==> config.mk <==
export PLATFORM = sky130hd
export DESIGN_NAME = dual_pot_instruction_control
export DESIGN_NICKNAME = d
export VERILOG_FILES = /design/src/pot_ctrl_pkg.sv /design/src/bus_condition_detect.sv /design/src/dual_pot_instruction_control.sv
export SDC_FILE = /design/constraint.sdc
export NUM_CORES = 1
export LEC_CHECK = 0
export ABC_AREA = 1
export BUFFER_PORTS_ARGS = -buffer_cell sky130_fd_sc_hd__buf_2
export CAP_MARGIN = 15
export CORE_ASPECT_RATIO = 0.75
export CORE_UTILIZATION = 45
export CTS_CLUSTER_SIZE = 10
export DETAILED_ROUTE_END_ITERATION = 10
export GPL_ROUTABILITY_DRIVEN = 0
export SLEW_MARGIN = 20
export SYNTH_ARGS = -nofsm -noshare
export SYNTH_HDL_FRONTEND = slang
export SYNTH_SLANG_ARGS = --single-unit
==> constraint.sdc <==
create_clock -name sys_clk -period 3 [get_ports sys_clk]
set_input_delay 0.6 -clock sys_clk [delete_from_list [all_inputs] [get_ports sys_clk]]
set_output_delay 0.6 -clock sys_clk [all_outputs]
set_load 0.1 [all_outputs]
==> src/pot_ctrl_pkg.sv <==
// Constants and types for the dual potentiometer instruction controller
package pot_ctrl_pkg;
   // Slave address upper nibble; value is arbitrary, not a real part code
   localparam logic [3:0] DEVICE_TYPE_ID = 4'hA;
   // Instruction opcodes
   localparam logic [3:0] OP_READ_WIPER = 4'h9;
   localparam logic [3:0] OP_WRITE_WIPER = 4'hA;
   localparam logic [3:0] OP_READ_STORED = 4'hB;
   localparam logic [3:0] OP_WRITE_STORED = 4'hC;
   localparam logic [3:0] OP_XFR_TO_WIPER = 4'hD;
   localparam logic [3:0] OP_XFR_TO_STORED = 4'hE;
   localparam logic [3:0] OP_GLOBAL_TO_WIPER = 4'h1;
   localparam logic [3:0] OP_GLOBAL_TO_STORED = 4'h8;
   localparam logic [3:0] OP_STEP = 4'h2;
   // Instruction field positions
   localparam int OPCODE_MSB = 7;
   localparam int OPCODE_LSB = 4;
   localparam int POT_SELECT_BIT = 2;
   localparam int REG_SELECT_MSB = 1;
   localparam int REG_SELECT_LSB = 0;
   // Widths and sizes
   localparam int WIPER_WIDTH = 6;
   localparam int STORED_WIDTH = 8;
   localparam int POT_COUNT = 2;
   localparam int REGS_PER_POT = 4;
   localparam int TAP_COUNT = 64;
   localparam logic [5:0] WIPER_MAX = 6'h3F;
   localparam logic [5:0] WIPER_MIN = 6'h00;
   // Reset values
   localparam logic [7:0] STORED_RESET = 8'h00;
   // Timing
   localparam int CLK_FREQ_HZ = 10_000_000;
   localparam int NV_WRITE_TIME_MS = 5;
   localparam int NV_WRITE_TIME_MAX_MS = 10;
   localparam int NV_WRITE_CYCLES =
      (CLK_FREQ_HZ / 1000) * NV_WRITE_TIME_MS;
   localparam int WIPER_SETTLE_DELAY_NS = 1000;
   localparam int WIPER_SETTLE_CYCLES =
      (WIPER_SETTLE_DELAY_NS * (CLK_FREQ_HZ / 1_000_000) + 999) / 1000;
   localparam int BYTE_BITS = 8;

   typedef enum logic [3:0] {
      ST_IDLE, ST_ADDR, ST_ADDR_ACK, ST_INSTR, ST_INSTR_ACK,
      ST_DATA_IN, ST_DATA_ACK, ST_DATA_OUT, ST_MASTER_ACK, ST_STEP,
      ST_IGNORE
   } ctrl_state_t;
endpackage : pot_ctrl_pkg

==> src/bus_condition_detect.sv <==
// Start, stop and SCL edge detection on the synchronous bus inputs
`timescale 1ns/10ps
`default_nettype none
module bus_condition_detect (
   // Clock and reset
   input wire logic sys_clk,
   input wire logic reset_n,
   // Bus lines
   input wire logic scl,
   input wire logic sda,
   // Events
   output logic scl_rise,
   output logic scl_fall,
   output logic start_seen,
   output logic stop_seen,
   output logic sda_level
);
   logic scl_q;
   logic sda_q;
   logic next_scl_q;
   logic next_sda_q;

   always_comb begin
      next_scl_q = scl;
      next_sda_q = sda;
   end

   always_ff @(posedge sys_clk or negedge reset_n) begin
      if (!reset_n) begin
         scl_q <= 1'b1;
         sda_q <= 1'b1;
      end else begin
         scl_q <= next_scl_q;
         sda_q <= next_sda_q;
      end
   end

   assign scl_rise = scl & ~scl_q;
   assign scl_fall = ~scl & scl_q;
   // SDA edges while SCL stays high mark frame boundaries
   assign start_seen = scl & scl_q & sda_q & ~sda;
   assign stop_seen = scl & scl_q & ~sda_q & sda;
   assign sda_level = sda;
endmodule : bus_condition_detect
`default_nettype wire

==> src/dual_pot_instruction_control.sv <==
// Instruction decoder and register control for a dual 64-tap potentiometer
// Summary of operation
// - Stop after nonvolatile command starts timed write
// - No address acknowledge while write is busy
// - Second byte decoded: opcode high, selects low
// - Pot select bit 2, register select bits 1:0
// - Transfer instructions end after instruction byte
// - Data-to-wiper load shows after settle delay
// - Wiper-to-data transfer is a nonvolatile write
// - Register read/write uses three-byte sequence
// - Opcodes 1001/1010 read/write selected wiper
// - Opcodes 1011/1100 read/write selected data register
// - Opcodes 1101/1110 transfer between data and wiper
// - Opcode 0001 loads both wipers from data
// - Opcode 1000 stores both wipers to data
// - Opcode 0010 enables stepping selected wiper
// - SCL pulse steps up if SDA high
// - Wiper is 6-bit counter, one-hot tap
// - Reset loads each wiper from register zero
// - Four nonvolatile registers per pot, bounded write
// - Acknowledge address, instruction and data bytes
// - Address must match type and address pins
`timescale 1ns/10ps
`default_nettype none
module dual_pot_instruction_control #(
   parameter int NV_WRITE_CYCLES = pot_ctrl_pkg::NV_WRITE_CYCLES
) (
   // Clock and reset
   input wire logic sys_clk,
   input wire logic reset_n,
   // Serial bus
   input wire logic scl,
   input wire logic sda_in,
   output logic sda_out,
   output logic sda_oe,
   // Address straps
   input wire logic [3:0] address_pins,
   // Wiper tap selects, one-hot per pot
   output logic [63:0] tap_select_0,
   output logic [63:0] tap_select_1,
   // Status
   output logic nv_write_busy
);
   logic scl_rise;
   logic scl_fall;
   logic start_seen;
   logic stop_seen;
   logic sda_level;

   bus_condition_detect u_detect (
      .sys_clk(sys_clk),
      .reset_n(reset_n),
      .scl(scl),
      .sda(sda_in),
      .scl_rise(scl_rise),
      .scl_fall(scl_fall),
      .start_seen(start_seen),
      .stop_seen(stop_seen),
      .sda_level(sda_level)
   );

   pot_ctrl_pkg::ctrl_state_t state;
   pot_ctrl_pkg::ctrl_state_t next_state;
   logic [7:0] shift;
   logic [7:0] next_shift;
   logic [3:0] bit_count;
   logic [3:0] next_bit_count;
   logic [7:0] instr;
   logic [7:0] next_instr;
   logic drive_low;
   logic next_drive_low;
   logic [7:0] stored [0:7];
   logic [7:0] next_stored [0:7];
   logic [5:0] wiper [0:1];
   logic [5:0] next_wiper [0:1];
   logic [5:0] shown [0:1];
   logic [5:0] next_shown [0:1];
   logic [1:0] settle_pending;
   logic [1:0] next_settle_pending;
   logic [7:0] settle_count;
   logic [7:0] next_settle_count;
   logic [23:0] nv_count;
   logic [23:0] next_nv_count;
   logic nv_pending;
   logic next_nv_pending;
   logic init_done;
   logic next_init_done;

   logic [3:0] opcode;
   logic pot;
   logic [1:0] rsel;
   logic [2:0] sel_index;
   logic addr_match;

   assign opcode = instr[pot_ctrl_pkg::OPCODE_MSB:pot_ctrl_pkg::OPCODE_LSB];
   assign pot = instr[pot_ctrl_pkg::POT_SELECT_BIT];
   assign rsel = instr[pot_ctrl_pkg::REG_SELECT_MSB:
                       pot_ctrl_pkg::REG_SELECT_LSB];
   assign sel_index = {pot, rsel};
   // Full compare of type nibble and straps before any acknowledge
   assign addr_match = (shift[7:4] == pot_ctrl_pkg::DEVICE_TYPE_ID) &&
                       (shift[3:0] == address_pins);

   always_comb begin
      next_state = state;
      next_shift = shift;
      next_bit_count = bit_count;
      next_instr = instr;
      next_drive_low = drive_low;
      for (int i = 0; i < 8; i++) begin
         next_stored[i] = stored[i];
      end
      for (int p = 0; p < 2; p++) begin
         next_wiper[p] = wiper[p];
         next_shown[p] = shown[p];
      end
      next_settle_pending = settle_pending;
      next_settle_count = settle_count;
      next_nv_count = nv_count;
      next_nv_pending = nv_pending;
      next_init_done = 1'b1;

      // Power-up load from register zero of each pot
      if (!init_done) begin
         next_wiper[0] = stored[0][5:0];
         next_wiper[1] = stored[4][5:0];
         next_shown[0] = stored[0][5:0];
         next_shown[1] = stored[4][5:0];
      end

      // Parallel loads reach the taps only after the settle delay
      if (settle_pending != 2'b00 && bit_count != 4'hE) begin
         if (settle_count == 8'h00) begin
            for (int p = 0; p < 2; p++) begin
               if (settle_pending[p]) begin
                  next_shown[p] = wiper[p];
               end
            end
            next_settle_pending = 2'b00;
         end else begin
            next_settle_count = settle_count - 8'h01;
         end
      end

      // Write cycle timer; inputs ignored until it expires
      if (nv_write_busy) begin
         if (nv_count == 24'h000000) begin
            next_nv_pending = 1'b0;
         end else begin
            next_nv_count = nv_count - 24'h000001;
         end
      end

      if (nv_write_busy) begin
         next_state = pot_ctrl_pkg::ST_IGNORE;
         next_drive_low = 1'b0;
      end else if (stop_seen) begin
         next_state = pot_ctrl_pkg::ST_IDLE;
         next_drive_low = 1'b0;
         // Nonvolatile commands start the write timer at the stop
         if (state == pot_ctrl_pkg::ST_IDLE && bit_count == 4'hF) begin
            next_nv_pending = 1'b1;
            next_nv_count = 24'(NV_WRITE_CYCLES - 1);
         end
         // Settle delay runs from the stop, not from the acknowledge
         if (state == pot_ctrl_pkg::ST_IDLE && bit_count == 4'hE) begin
            next_settle_count =
               8'(pot_ctrl_pkg::WIPER_SETTLE_CYCLES - 1);
         end
         next_bit_count = 4'h0;
      end else if (start_seen) begin
         next_state = pot_ctrl_pkg::ST_ADDR;
         next_bit_count = 4'h0;
         next_drive_low = 1'b0;
      end else begin
         case (state)
            pot_ctrl_pkg::ST_IDLE, pot_ctrl_pkg::ST_IGNORE: begin
               next_drive_low = 1'b0;
               if (state == pot_ctrl_pkg::ST_IGNORE) begin
                  next_state = pot_ctrl_pkg::ST_IDLE;
               end
            end
            pot_ctrl_pkg::ST_ADDR, pot_ctrl_pkg::ST_INSTR,
            pot_ctrl_pkg::ST_DATA_IN: begin
               if (scl_rise) begin
                  next_shift = {shift[6:0], sda_level};
                  next_bit_count = bit_count + 4'h1;
               end
               if (scl_fall && bit_count == 4'(pot_ctrl_pkg::BYTE_BITS)) begin
                  next_bit_count = 4'h0;
                  if (state == pot_ctrl_pkg::ST_ADDR) begin
                     if (addr_match) begin
                        next_drive_low = 1'b1;
                        next_state = pot_ctrl_pkg::ST_ADDR_ACK;
                     end else begin
                        next_state = pot_ctrl_pkg::ST_IGNORE;
                     end
                  end else if (state == pot_ctrl_pkg::ST_INSTR) begin
                     next_instr = shift;
                     next_drive_low = 1'b1;
                     next_state = pot_ctrl_pkg::ST_INSTR_ACK;
                  end else begin
                     next_drive_low = 1'b1;
                     next_state = pot_ctrl_pkg::ST_DATA_ACK;
                     if (opcode == pot_ctrl_pkg::OP_WRITE_WIPER) begin
                        next_wiper[pot] = shift[5:0];
                        next_shown[pot] = shift[5:0];
                     end else begin
                        next_stored[sel_index] = shift;
                     end
                  end
               end
            end
            pot_ctrl_pkg::ST_ADDR_ACK: begin
               if (scl_fall) begin
                  next_drive_low = 1'b0;
                  next_state = pot_ctrl_pkg::ST_INSTR;
               end
            end
            pot_ctrl_pkg::ST_INSTR_ACK: begin
               if (scl_fall) begin
                  next_drive_low = 1'b0;
                  next_state = pot_ctrl_pkg::ST_IDLE;
                  next_bit_count = 4'h0;
                  case (opcode)
                     // First data bit goes out on the fall ending the ack
                     pot_ctrl_pkg::OP_READ_WIPER: begin
                        next_drive_low = 1'b1;
                        next_shift = {1'b0, wiper[pot], 1'b0};
                        next_bit_count = 4'h1;
                        next_state = pot_ctrl_pkg::ST_DATA_OUT;
                     end
                     pot_ctrl_pkg::OP_READ_STORED: begin
                        next_drive_low = ~stored[sel_index][7];
                        next_shift = {stored[sel_index][6:0], 1'b0};
                        next_bit_count = 4'h1;
                        next_state = pot_ctrl_pkg::ST_DATA_OUT;
                     end
                     pot_ctrl_pkg::OP_WRITE_WIPER,
                     pot_ctrl_pkg::OP_WRITE_STORED: begin
                        next_state = pot_ctrl_pkg::ST_DATA_IN;
                     end
                     pot_ctrl_pkg::OP_XFR_TO_WIPER: begin
                        next_wiper[pot] = stored[sel_index][5:0];
                        next_settle_pending[pot] = 1'b1;
                        next_settle_count =
                           8'(pot_ctrl_pkg::WIPER_SETTLE_CYCLES - 1);
                        next_bit_count = 4'hE;
                     end
                     pot_ctrl_pkg::OP_GLOBAL_TO_WIPER: begin
                        next_wiper[0] = stored[{1'b0, rsel}][5:0];
                        next_wiper[1] = stored[{1'b1, rsel}][5:0];
                        next_settle_pending = 2'b11;
                        next_settle_count =
                           8'(pot_ctrl_pkg::WIPER_SETTLE_CYCLES - 1);
                        next_bit_count = 4'hE;
                     end
                     pot_ctrl_pkg::OP_XFR_TO_STORED: begin
                        next_stored[sel_index] = {2'b00, wiper[pot]};
                        next_bit_count = 4'hF;
                     end
                     pot_ctrl_pkg::OP_GLOBAL_TO_STORED: begin
                        next_stored[{1'b0, rsel}] = {2'b00, wiper[0]};
                        next_stored[{1'b1, rsel}] = {2'b00, wiper[1]};
                        next_bit_count = 4'hF;
                     end
                     pot_ctrl_pkg::OP_STEP: begin
                        next_state = pot_ctrl_pkg::ST_STEP;
                     end
                     default: begin
                        next_state = pot_ctrl_pkg::ST_IGNORE;
                     end
                  endcase
               end
            end
            pot_ctrl_pkg::ST_DATA_ACK: begin
               if (scl_fall) begin
                  next_drive_low = 1'b0;
                  next_state = pot_ctrl_pkg::ST_IDLE;
                  // Only a data register write needs the write cycle
                  next_bit_count =
                     (opcode == pot_ctrl_pkg::OP_WRITE_STORED) ? 4'hF : 4'h0;
               end
            end
            pot_ctrl_pkg::ST_DATA_OUT: begin
               if (scl_fall) begin
                  if (bit_count == 4'(pot_ctrl_pkg::BYTE_BITS)) begin
                     next_drive_low = 1'b0;
                     next_state = pot_ctrl_pkg::ST_MASTER_ACK;
                  end else begin
                     next_drive_low = ~shift[7];
                     next_shift = {shift[6:0], 1'b0};
                     next_bit_count = bit_count + 4'h1;
                  end
               end
            end
            pot_ctrl_pkg::ST_MASTER_ACK: begin
               if (scl_fall) begin
                  next_state = pot_ctrl_pkg::ST_IGNORE;
               end
            end
            pot_ctrl_pkg::ST_STEP: begin
               // Saturate at the ends instead of wrapping
               if (scl_rise) begin
                  if (sda_level && wiper[pot] != pot_ctrl_pkg::WIPER_MAX) begin
                     next_wiper[pot] = wiper[pot] + 6'h01;
                     next_shown[pot] = wiper[pot] + 6'h01;
                  end else if (!sda_level &&
                               wiper[pot] != pot_ctrl_pkg::WIPER_MIN) begin
                     next_wiper[pot] = wiper[pot] - 6'h01;
                     next_shown[pot] = wiper[pot] - 6'h01;
                  end
               end
            end
            default: begin
               next_state = pot_ctrl_pkg::ST_IDLE;
            end
         endcase
      end
   end

   always_ff @(posedge sys_clk or negedge reset_n) begin
      if (!reset_n) begin
         state <= pot_ctrl_pkg::ST_IDLE;
         shift <= 8'h00;
         bit_count <= 4'h0;
         instr <= 8'h00;
         drive_low <= 1'b0;
         for (int i = 0; i < 8; i++) begin
            // Flops stand in for the nonvolatile cells in this model
            stored[i] <= pot_ctrl_pkg::STORED_RESET;
         end
         for (int p = 0; p < 2; p++) begin
            wiper[p] <= pot_ctrl_pkg::WIPER_MIN;
            shown[p] <= pot_ctrl_pkg::WIPER_MIN;
         end
         settle_pending <= 2'b00;
         settle_count <= 8'h00;
         nv_count <= 24'h000000;
         nv_pending <= 1'b0;
         init_done <= 1'b0;
      end else begin
         state <= next_state;
         shift <= next_shift;
         bit_count <= next_bit_count;
         instr <= next_instr;
         drive_low <= next_drive_low;
         for (int i = 0; i < 8; i++) begin
            stored[i] <= next_stored[i];
         end
         for (int p = 0; p < 2; p++) begin
            wiper[p] <= next_wiper[p];
            shown[p] <= next_shown[p];
         end
         settle_pending <= next_settle_pending;
         settle_count <= next_settle_count;
         nv_count <= next_nv_count;
         nv_pending <= next_nv_pending;
         init_done <= next_init_done;
      end
   end

   assign nv_write_busy = nv_pending;
   assign sda_out = 1'b0;
   assign sda_oe = drive_low;

   // One switch closed per pot
   genvar t;
   generate
      for (t = 0; t < pot_ctrl_pkg::TAP_COUNT; t++) begin : g_tap
         assign tap_select_0[t] = (shown[0] == 6'(t));
         assign tap_select_1[t] = (shown[1] == 6'(t));
      end
   endgenerate
endmodule : dual_pot_instruction_control
`default_nettype wire

==> results.yml, run 1 <==
clock_tree:
  cts.htree.levels: 4
  clk_pin_slew_ns: 0.06
  cts.path.max_buffers: 2
  numClockSinks: 150
  cts_buffers: 17
  post_cts_hold_buffer_count: 0
  cts.repair_timing.setup_buffer_count: 0
  post_cts.resized_instances: 0
  worst_skew_pair_later_pin_latency_ns: 0.45
  cts_root_buffer: "sky130_fd_sc_hd__clkbuf_16"
  clock_tree_from_tritoncts: "built"
sta:
  max_freq_mhz: 351.7
  timing.final.setup_violations: 0
  min_period_ns: 2.843
  final_hold_viol_count: 0
  rsz0062_at_grt: "no"
  tns_setup_ns: 0
  fin_skew_ns: 0.01396
  timing.final.crit_share: 0.9478
  tightest_slew_ns: 0.7607
  final_max_slew_viol_count: 0
  timing.max_slew.rel_slack: 0.4885
floorplan:
  placeableCoreArea_um2: 24960
  ios: 139
  die-height_um: 140.1
  floorplan.initialDensity: 0.4582
  fp-row-count: 50
  die_area_um2: 26070
  floorplan.die.width_um: 186.1
finish:
  final_core_utilization: 0.5260
  fraction_of_layout_cells_with_a_size_suffix_above_1: 0.1245
  num_antenna_cells: 0
  final-instance-count-excl-fill: 2314
  layout_net_count: 1981
  area_delta_synth_final_pct: 14.78
worst_setup_path:
  crit_end_category: "output pin"
  timing.setup.critical_path_class: "flop to output pin"
  critical-path-max-stage-delay_ns: 0.48
  crit_required_ns: 2.40
  worstSetupStartpointType: "flop"
  regToRegEndpoint: "wiper[3]"
  r2r_start: "instr[2]"
  timing.reg2reg.setup_slack_ns: 0.30
  crit_chain: "inv_1, nand2_1, buf_4, nor2_1, buf_2"
  slowest_cp_cell: "sky130_fd_sc_hd__buf_2"
  arr_time_crit_path_ns: 2.24
  critical_path.max_fanout: 10
  ff2ff_path_depth: 13
power_and_ir_drop:
  internal_power_mw: 3.437
  power.ir.vdd_worst_uv: 372.6
  sw_frac_of_total: 0.2583
  clock_power_share: 0.493
  combPwrFrac: 0.068
  pwr-share-seq: 0.440
  p_leak_nw: 6.788
  p_switching_mw: 1.197
  pwr_density_cell_nw_per_um2: 353.0
yosys:
  syn-instance-count: 1832
  synth_mux_area_frac: 0
  synth_area_leader_cell: "sky130_fd_sc_hd__dfrtp_1"
  post_synth_and_or_nand_nor_area_fraction: 0.3524
  netlist_top_cells_count: "sky130_fd_sc_hd__nand2_1 (516), sky130_fd_sc_hd__nor2_1 (292), sky130_fd_sc_hd__inv_1 (240)"
  synth.area.top_cells: "sky130_fd_sc_hd__dfrtp_1 (32%), sky130_fd_sc_hd__nand2_1 (17%), sky130_fd_sc_hd__nor2_1 (9.6%)"
  mean_post_synth_cell_area_um2: 6.244
  largest_family_of_logic_cells_by_synthesized_area: "simple AND/OR/NAND/NOR gates"
  yosys.area_share.adder: 0.009845
  synth_fp_nets: 1849
  synth_cell_types: 51
  synth-edff-count: 0
  post-synth-top-count-cell: "sky130_fd_sc_hd__nand2_1"
  synth_top_area_frac: 0.3238
  synth_ff_type: "sky130_fd_sc_hd__dfrtp_1"
  synth-xor-area-share: 0.01914
  syn-cell-area_um2: 11440
  synth_compound_area_frac: 0.1769
  async_reset_ff_frac: 1.000
  yosysWarnings: 0
  synth.ff_latch_count: 150
  synth.yosys.seq_area_share: 0.3284
global_route:
  number_of_global_route_vias_before_repair: 11320
  gr-total-overflow: 0
  track_usage: 0.3404
  antenna_found_initial: 0
  grt_start_max_net_pins: 90
  grt_pass1_wl_mm: 66.27
detailed_routing:
  detailroute.via_count: 13140
  wl_per_cell_um: 19.34
  dr.first_iter.drc_count: 1808
  drcViolationCount: 0
  detail_route.vias_per_cell: 5.678
  final_wirelength_mm: 44.76
  detail-route-antenna-nets: 0
  drt_pass1_iterations: 6
placement:
  dp.final_hpwl_mm: 34.45
  io_buffers: 137
  placed_cells_incl_taps: 2283
worst_hold_path:
  holdCritPathClass: "input pin to async pin"
status:
  status: "finished, final reports clean"
run:
  drv.max_cap_violation_count: 0
==> worst max-delay path: cells and delay by family, from the launching register on <==
kind          cells  cell delay, ns
buf+inv           3            0.92
simple gates      2            0.49
flops             1            0.39
==> how the worst max path moves through the flow <==
stage          startpoint                to
6_report        shown[10]   tap_select_0[9]
2_1_floorplan    shown[4]   tap_select_1[0]
3_5_place_dp       sda_in        stored[53]
5_1_grt          shown[9]  tap_select_0[11]
3_3_place_gp          scl        stored[51]
4_1_cts         shown[10]   tap_select_0[9]
==> power by group through the flow <==
stage / clock, mW / combinational [mW] / sequential [mW]
CTS: 2.31 / 0.306 / 2.04
global route: 2.39 / 0.333 / 2.04
detailed placement: 0 / 0.305 / 2.08
finish: 2.28 / 0.314 / 2.04
floorplan: 0 / 0.181 / 2.07
global placement: 0 / 0.304 / 2.08
==> through the flow <==
stage / worst slack (ns) / hold slack [ns] / cell area (µm²) / power (mW)
after floorplan: 0.3231 / 0.3044 / 11440 / 2.255
after detailed placement: 0.3303 / 0.4737 / 12520 / 2.380
after CTS: 0.2575 / 0.1440 / 13130 / 4.652
after global routing: 0.1198 / 0.1559 / 13130 / 4.759
final: 0.1567 / 0.1255 / 13130 / 4.634
after global placement: 0.4109 / 0.4678 / 12520 / 2.379
==> registers in the layout (all words and copies together) (netlist names) <==
| register | cells |
|---|---|
| bit_count | 4 |
| init_done | 1 |
| instr | 7 |
| nv_count | 24 |
| nv_write_busy | 1 |
| sda_oe | 1 |
| settle_count | 8 |
| settle_pending | 2 |
| shift | 8 |
| shown | 12 |
| state | 4 |
| stored | 64 |
| u_detect.scl_q | 1 |
| u_detect.sda_q | 1 |
| wiper | 12 |
==> routing by layer <==
layer / wire [µm] / track usage
met1: 20350 / 0.5081
met2: 17670 / 0.4688
met3: 5714 / 0.1019
met4: 1027 / 0.09534
met5: 0 / 0
==> cells by family (layout without fill, tap and decap cells) <==
family,Yosys count,in the layout
AOI/OAI and AO/OA,357,357
adders and majority gates,9,9
buffers and inverters,312,456
other,2,2
and+or+nand+nor,977,977
DFF,150,150
xor gates and xnor gates,25,25
==> layout make-up <==
cell class,count,area (µm²)
clock buffer,20,456.7
clock inverter,11,148.9
fill,2580,11830
inverter,252,945.9
multi-input combinational,1370,6399
sequential,150,3756
tap,338,422.9
timing repair buffer,173,999.7
==> placed cells by master (no fill, tap or decap), types with 3 or more instances in the layout <==
cell type	Yosys	final
sky130_fd_sc_hd__ha_1	9	9
sky130_fd_sc_hd__xor2_1	17	17
sky130_fd_sc_hd__nand3_1	98	98
sky130_fd_sc_hd__nand3_2	5	5
sky130_fd_sc_hd__o21ai_0	130	130
sky130_fd_sc_hd__o21bai_1	5	5
sky130_fd_sc_hd__o211ai_1	11	11
sky130_fd_sc_hd__nand2_2	9	9
sky130_fd_sc_hd__o21ai_1	45	45
sky130_fd_sc_hd__bufinv_16	0	3
sky130_fd_sc_hd__o31ai_1	3	3
sky130_fd_sc_hd__inv_2	8	8
sky130_fd_sc_hd__nor3_1	12	12
sky130_fd_sc_hd__xnor2_1	8	8
sky130_fd_sc_hd__buf_12	1	3
sky130_fd_sc_hd__nor2_4	2	3
sky130_fd_sc_hd__o221ai_1	4	4
sky130_fd_sc_hd__o2111ai_1	5	5
sky130_fd_sc_hd__a21oi_1	67	67
sky130_fd_sc_hd__nand2_1	516	516
sky130_fd_sc_hd__buf_2	18	136
sky130_fd_sc_hd__nand4_1	25	25
sky130_fd_sc_hd__clkinv_1	4	4
sky130_fd_sc_hd__buf_4	7	33
sky130_fd_sc_hd__clkinvlp_4	0	3
sky130_fd_sc_hd__a22oi_1	14	14
sky130_fd_sc_hd__nand2_4	8	8
sky130_fd_sc_hd__o22ai_1	54	54
sky130_fd_sc_hd__a31oi_1	5	5
sky130_fd_sc_hd__a22o_1	3	3
sky130_fd_sc_hd__dfrtp_1	148	148
sky130_fd_sc_hd__inv_1	240	240
sky130_fd_sc_hd__nor2_1	292	292
sky130_fd_sc_hd__clkbuf_16	0	17
Power figures use the tool's default switching activity.
==> run 2: changes to the inputs <==
--- a/config.mk
+++ b/config.mk
@@ -8,7 +8,7 @@
 export ABC_AREA = 1
 export BUFFER_PORTS_ARGS = -buffer_cell sky130_fd_sc_hd__buf_2
 export CAP_MARGIN = 15
-export CORE_ASPECT_RATIO = 0.75
+export CORE_ASPECT_RATIO = 1.25
 export CORE_UTILIZATION = 45
 export CTS_CLUSTER_SIZE = 10
 export DETAILED_ROUTE_END_ITERATION = 10
==> results.yml, run 2 (same netlist as run 1, synthesis figures left out) <==
power_and_ir_drop:
  p_switching_mw: 1.238
  power.ir.vdd_worst_uv: 434.9
  pwr_density_cell_nw_per_um2: 344.9
  combPwrFrac: 0.066
  internal_power_mw: 3.267
  sw_frac_of_total: 0.2747
  total_power_mw: 4.505
  p_leak_nw: 6.764
  clock_power_share: 0.481
  pwr-share-seq: 0.452
finish:
  layout_net_count: 1979
  area_delta_synth_final_pct: 14.19
  num_antenna_cells: 0
  layout_commonest_cell: "sky130_fd_sc_hd__nand2_1"
  layout_common_cells: "sky130_fd_sc_hd__nand2_1 (516), sky130_fd_sc_hd__nor2_1 (292), sky130_fd_sc_hd__inv_1 (240)"
  area_of_the_multi_input_gates_um2: 6399
  largest_register_ff_count: 64
  fraction_of_layout_cells_with_a_size_suffix_above_1: 0.1246
  final_core_utilization: 0.5279
  max_flop_register: "stored"
  final-instance-count-excl-fill: 2305
  reg.largest.list: "stored: 64 flops, nv_count: 24 flops"
  sequential_cell_area_um2: 3756
  final.fill_count: 2574
status:
  status: "finished, final reports clean"
clock_tree:
  cts.path.max_buffers: 2
  cts.htree.levels: 4
  clk_pin_slew_ns: 0.07
  cts_buffers: 17
  numClockSinks: 150
  worst_skew_pair_later_pin_latency_ns: 0.44
  post_cts.resized_instances: 0
  post_cts_hold_buffer_count: 0
  clock_tree_from_tritoncts: "built"
  cts_root_buffer: "sky130_fd_sc_hd__clkbuf_16"
  cts.repair_timing.setup_buffer_count: 0
floorplan:
  placeableCoreArea_um2: 24740
  die_area_um2: 26060
  floorplan.initialDensity: 0.4623
  die-height_um: 180.3
  floorplan.die.width_um: 144.6
  ios: 139
  fp-row-count: 64
placement:
  placed_cells_incl_taps: 2273
  dp.final_hpwl_mm: 31.47
  io_buffers: 137
detailed_routing:
  final_wirelength_mm: 40.99
  detailroute.via_count: 12700
  drcViolationCount: 0
  detail-route-antenna-nets: 0
  wl_per_cell_um: 17.78
  dr.first_iter.drc_count: 1185
  detail_route.vias_per_cell: 5.509
  drt_pass1_iterations: 6
worst_setup_path:
  crit_chain: "inv_1, nand2_1, nor2_1, buf_2"
  crit_required_ns: 2.40
  critical-path-max-stage-delay_ns: 0.46
  worstSetupStartpointType: "flop"
  critical_path.max_fanout: 16
  arr_time_crit_path_ns: 2.02
  ff2ff_path_depth: 7
  crit_end_category: "output pin"
  slowest_cp_cell: "sky130_fd_sc_hd__buf_2"
  timing.setup.critical_path_class: "flop to output pin"
run:
  drv.max_cap_violation_count: 0
global_route:
  track_usage: 0.3205
  grt_pass1_wl_mm: 64.04
  grt_start_max_net_pins: 67
  number_of_global_route_vias_before_repair: 11740
  antenna_found_initial: 0
  gr-total-overflow: 0
sta:
  tightest_slew_ns: 0.6558
  final_hold_viol_count: 0
  tns_setup_ns: 0
  timing.final.crit_share: 0.8738
  timing.final.setup_violations: 0
  rsz0062_at_grt: "no"
  fin_skew_ns: 0.009649
  final_max_slew_viol_count: 0
  min_period_ns: 2.621
  timing.max_slew.rel_slack: 0.5628
  max_freq_mhz: 381.5
worst_hold_path:
  holdCritPathClass: "input pin to async pin"
## run 2: cell count changes in the layout (fill, tap and decap cells not counted)
| cell | delta |
|---|---|
| sky130_fd_sc_hd__clkinvlp_4 | -1 |
| sky130_fd_sc_hd__clkbuf_8 | -1 |
| sky130_fd_sc_hd__inv_6 | +5 |
| sky130_fd_sc_hd__bufinv_16 | -2 |
| sky130_fd_sc_hd__clkbuf_1 | -1 |
| sky130_fd_sc_hd__inv_8 | +1 |
| sky130_fd_sc_hd__buf_12 | -1 |
| sky130_fd_sc_hd__buf_4 | -1 |
## run 2: worst max-delay path, delay by kind of cell (launching register included)
family,cells,cell delay [ns]
flip-flops,1,0.39
AND/OR/NAND/NOR,2,0.61
buffers and inverters,2,0.57
## run 2: power groups by stage
stage               sequential [mW]  combinational (mW)  clock [mW]
floorplan                      2.07               0.181           0
global placement               2.08               0.296           0
detailed placement             2.08               0.297           0
CTS                            2.04               0.297        2.19
global route                   2.04               0.325        2.28
finish                         2.04               0.299        2.17
## run 2: worst paths after layout
| check | startpoint | slack [ns] | endpoint |
|---|---|---|---|
| max | shown[4] | 0.38 | tap_select_1[40] |
| min | reset_n | 0.15 | stored[1] |
| max reg2reg | bit_count[0] | 0.43 | instr[2] |
| min reg2reg | stored[55] | 0.49 | stored[55] |
| max in group asynchronous | reset_n | 2.01 | nv_count[17] |
| min in group sys_clk | scl | 0.29 | u_detect.scl_q |
## run 2: layout make-up
cell class | instances | area share
inverter | 252 | 0.07242
clock inverter | 14 | 0.01044
sequential | 150 | 0.2876
multi-input combinational | 1370 | 0.4899
timing repair buffer | 171 | 0.07443
clock buffer | 18 | 0.03362
tap | 330 | 0.03161
## run 2: layer usage
metal | global-route usage | share of wire
met5 | 0 | 0
met4 | 0.1966 | 0.059
met3 | 0.05341 | 0.074
met2 | 0.5131 | 0.46
met1 | 0.3988 | 0.41
## run 2: metrics by stage
stage | instance area [µm²] | hold WS, ns | setup WS (ns)
detailed placement | 12490 | 0.4742 | 0.2661
global route | 13060 | 0.1939 | 0.2929
finish | 13060 | 0.1498 | 0.3786
CTS | 13060 | 0.1883 | 0.3866
floorplan | 11440 | 0.3044 | 0.3231
global placement | 12490 | 0.4660 | 0.2818
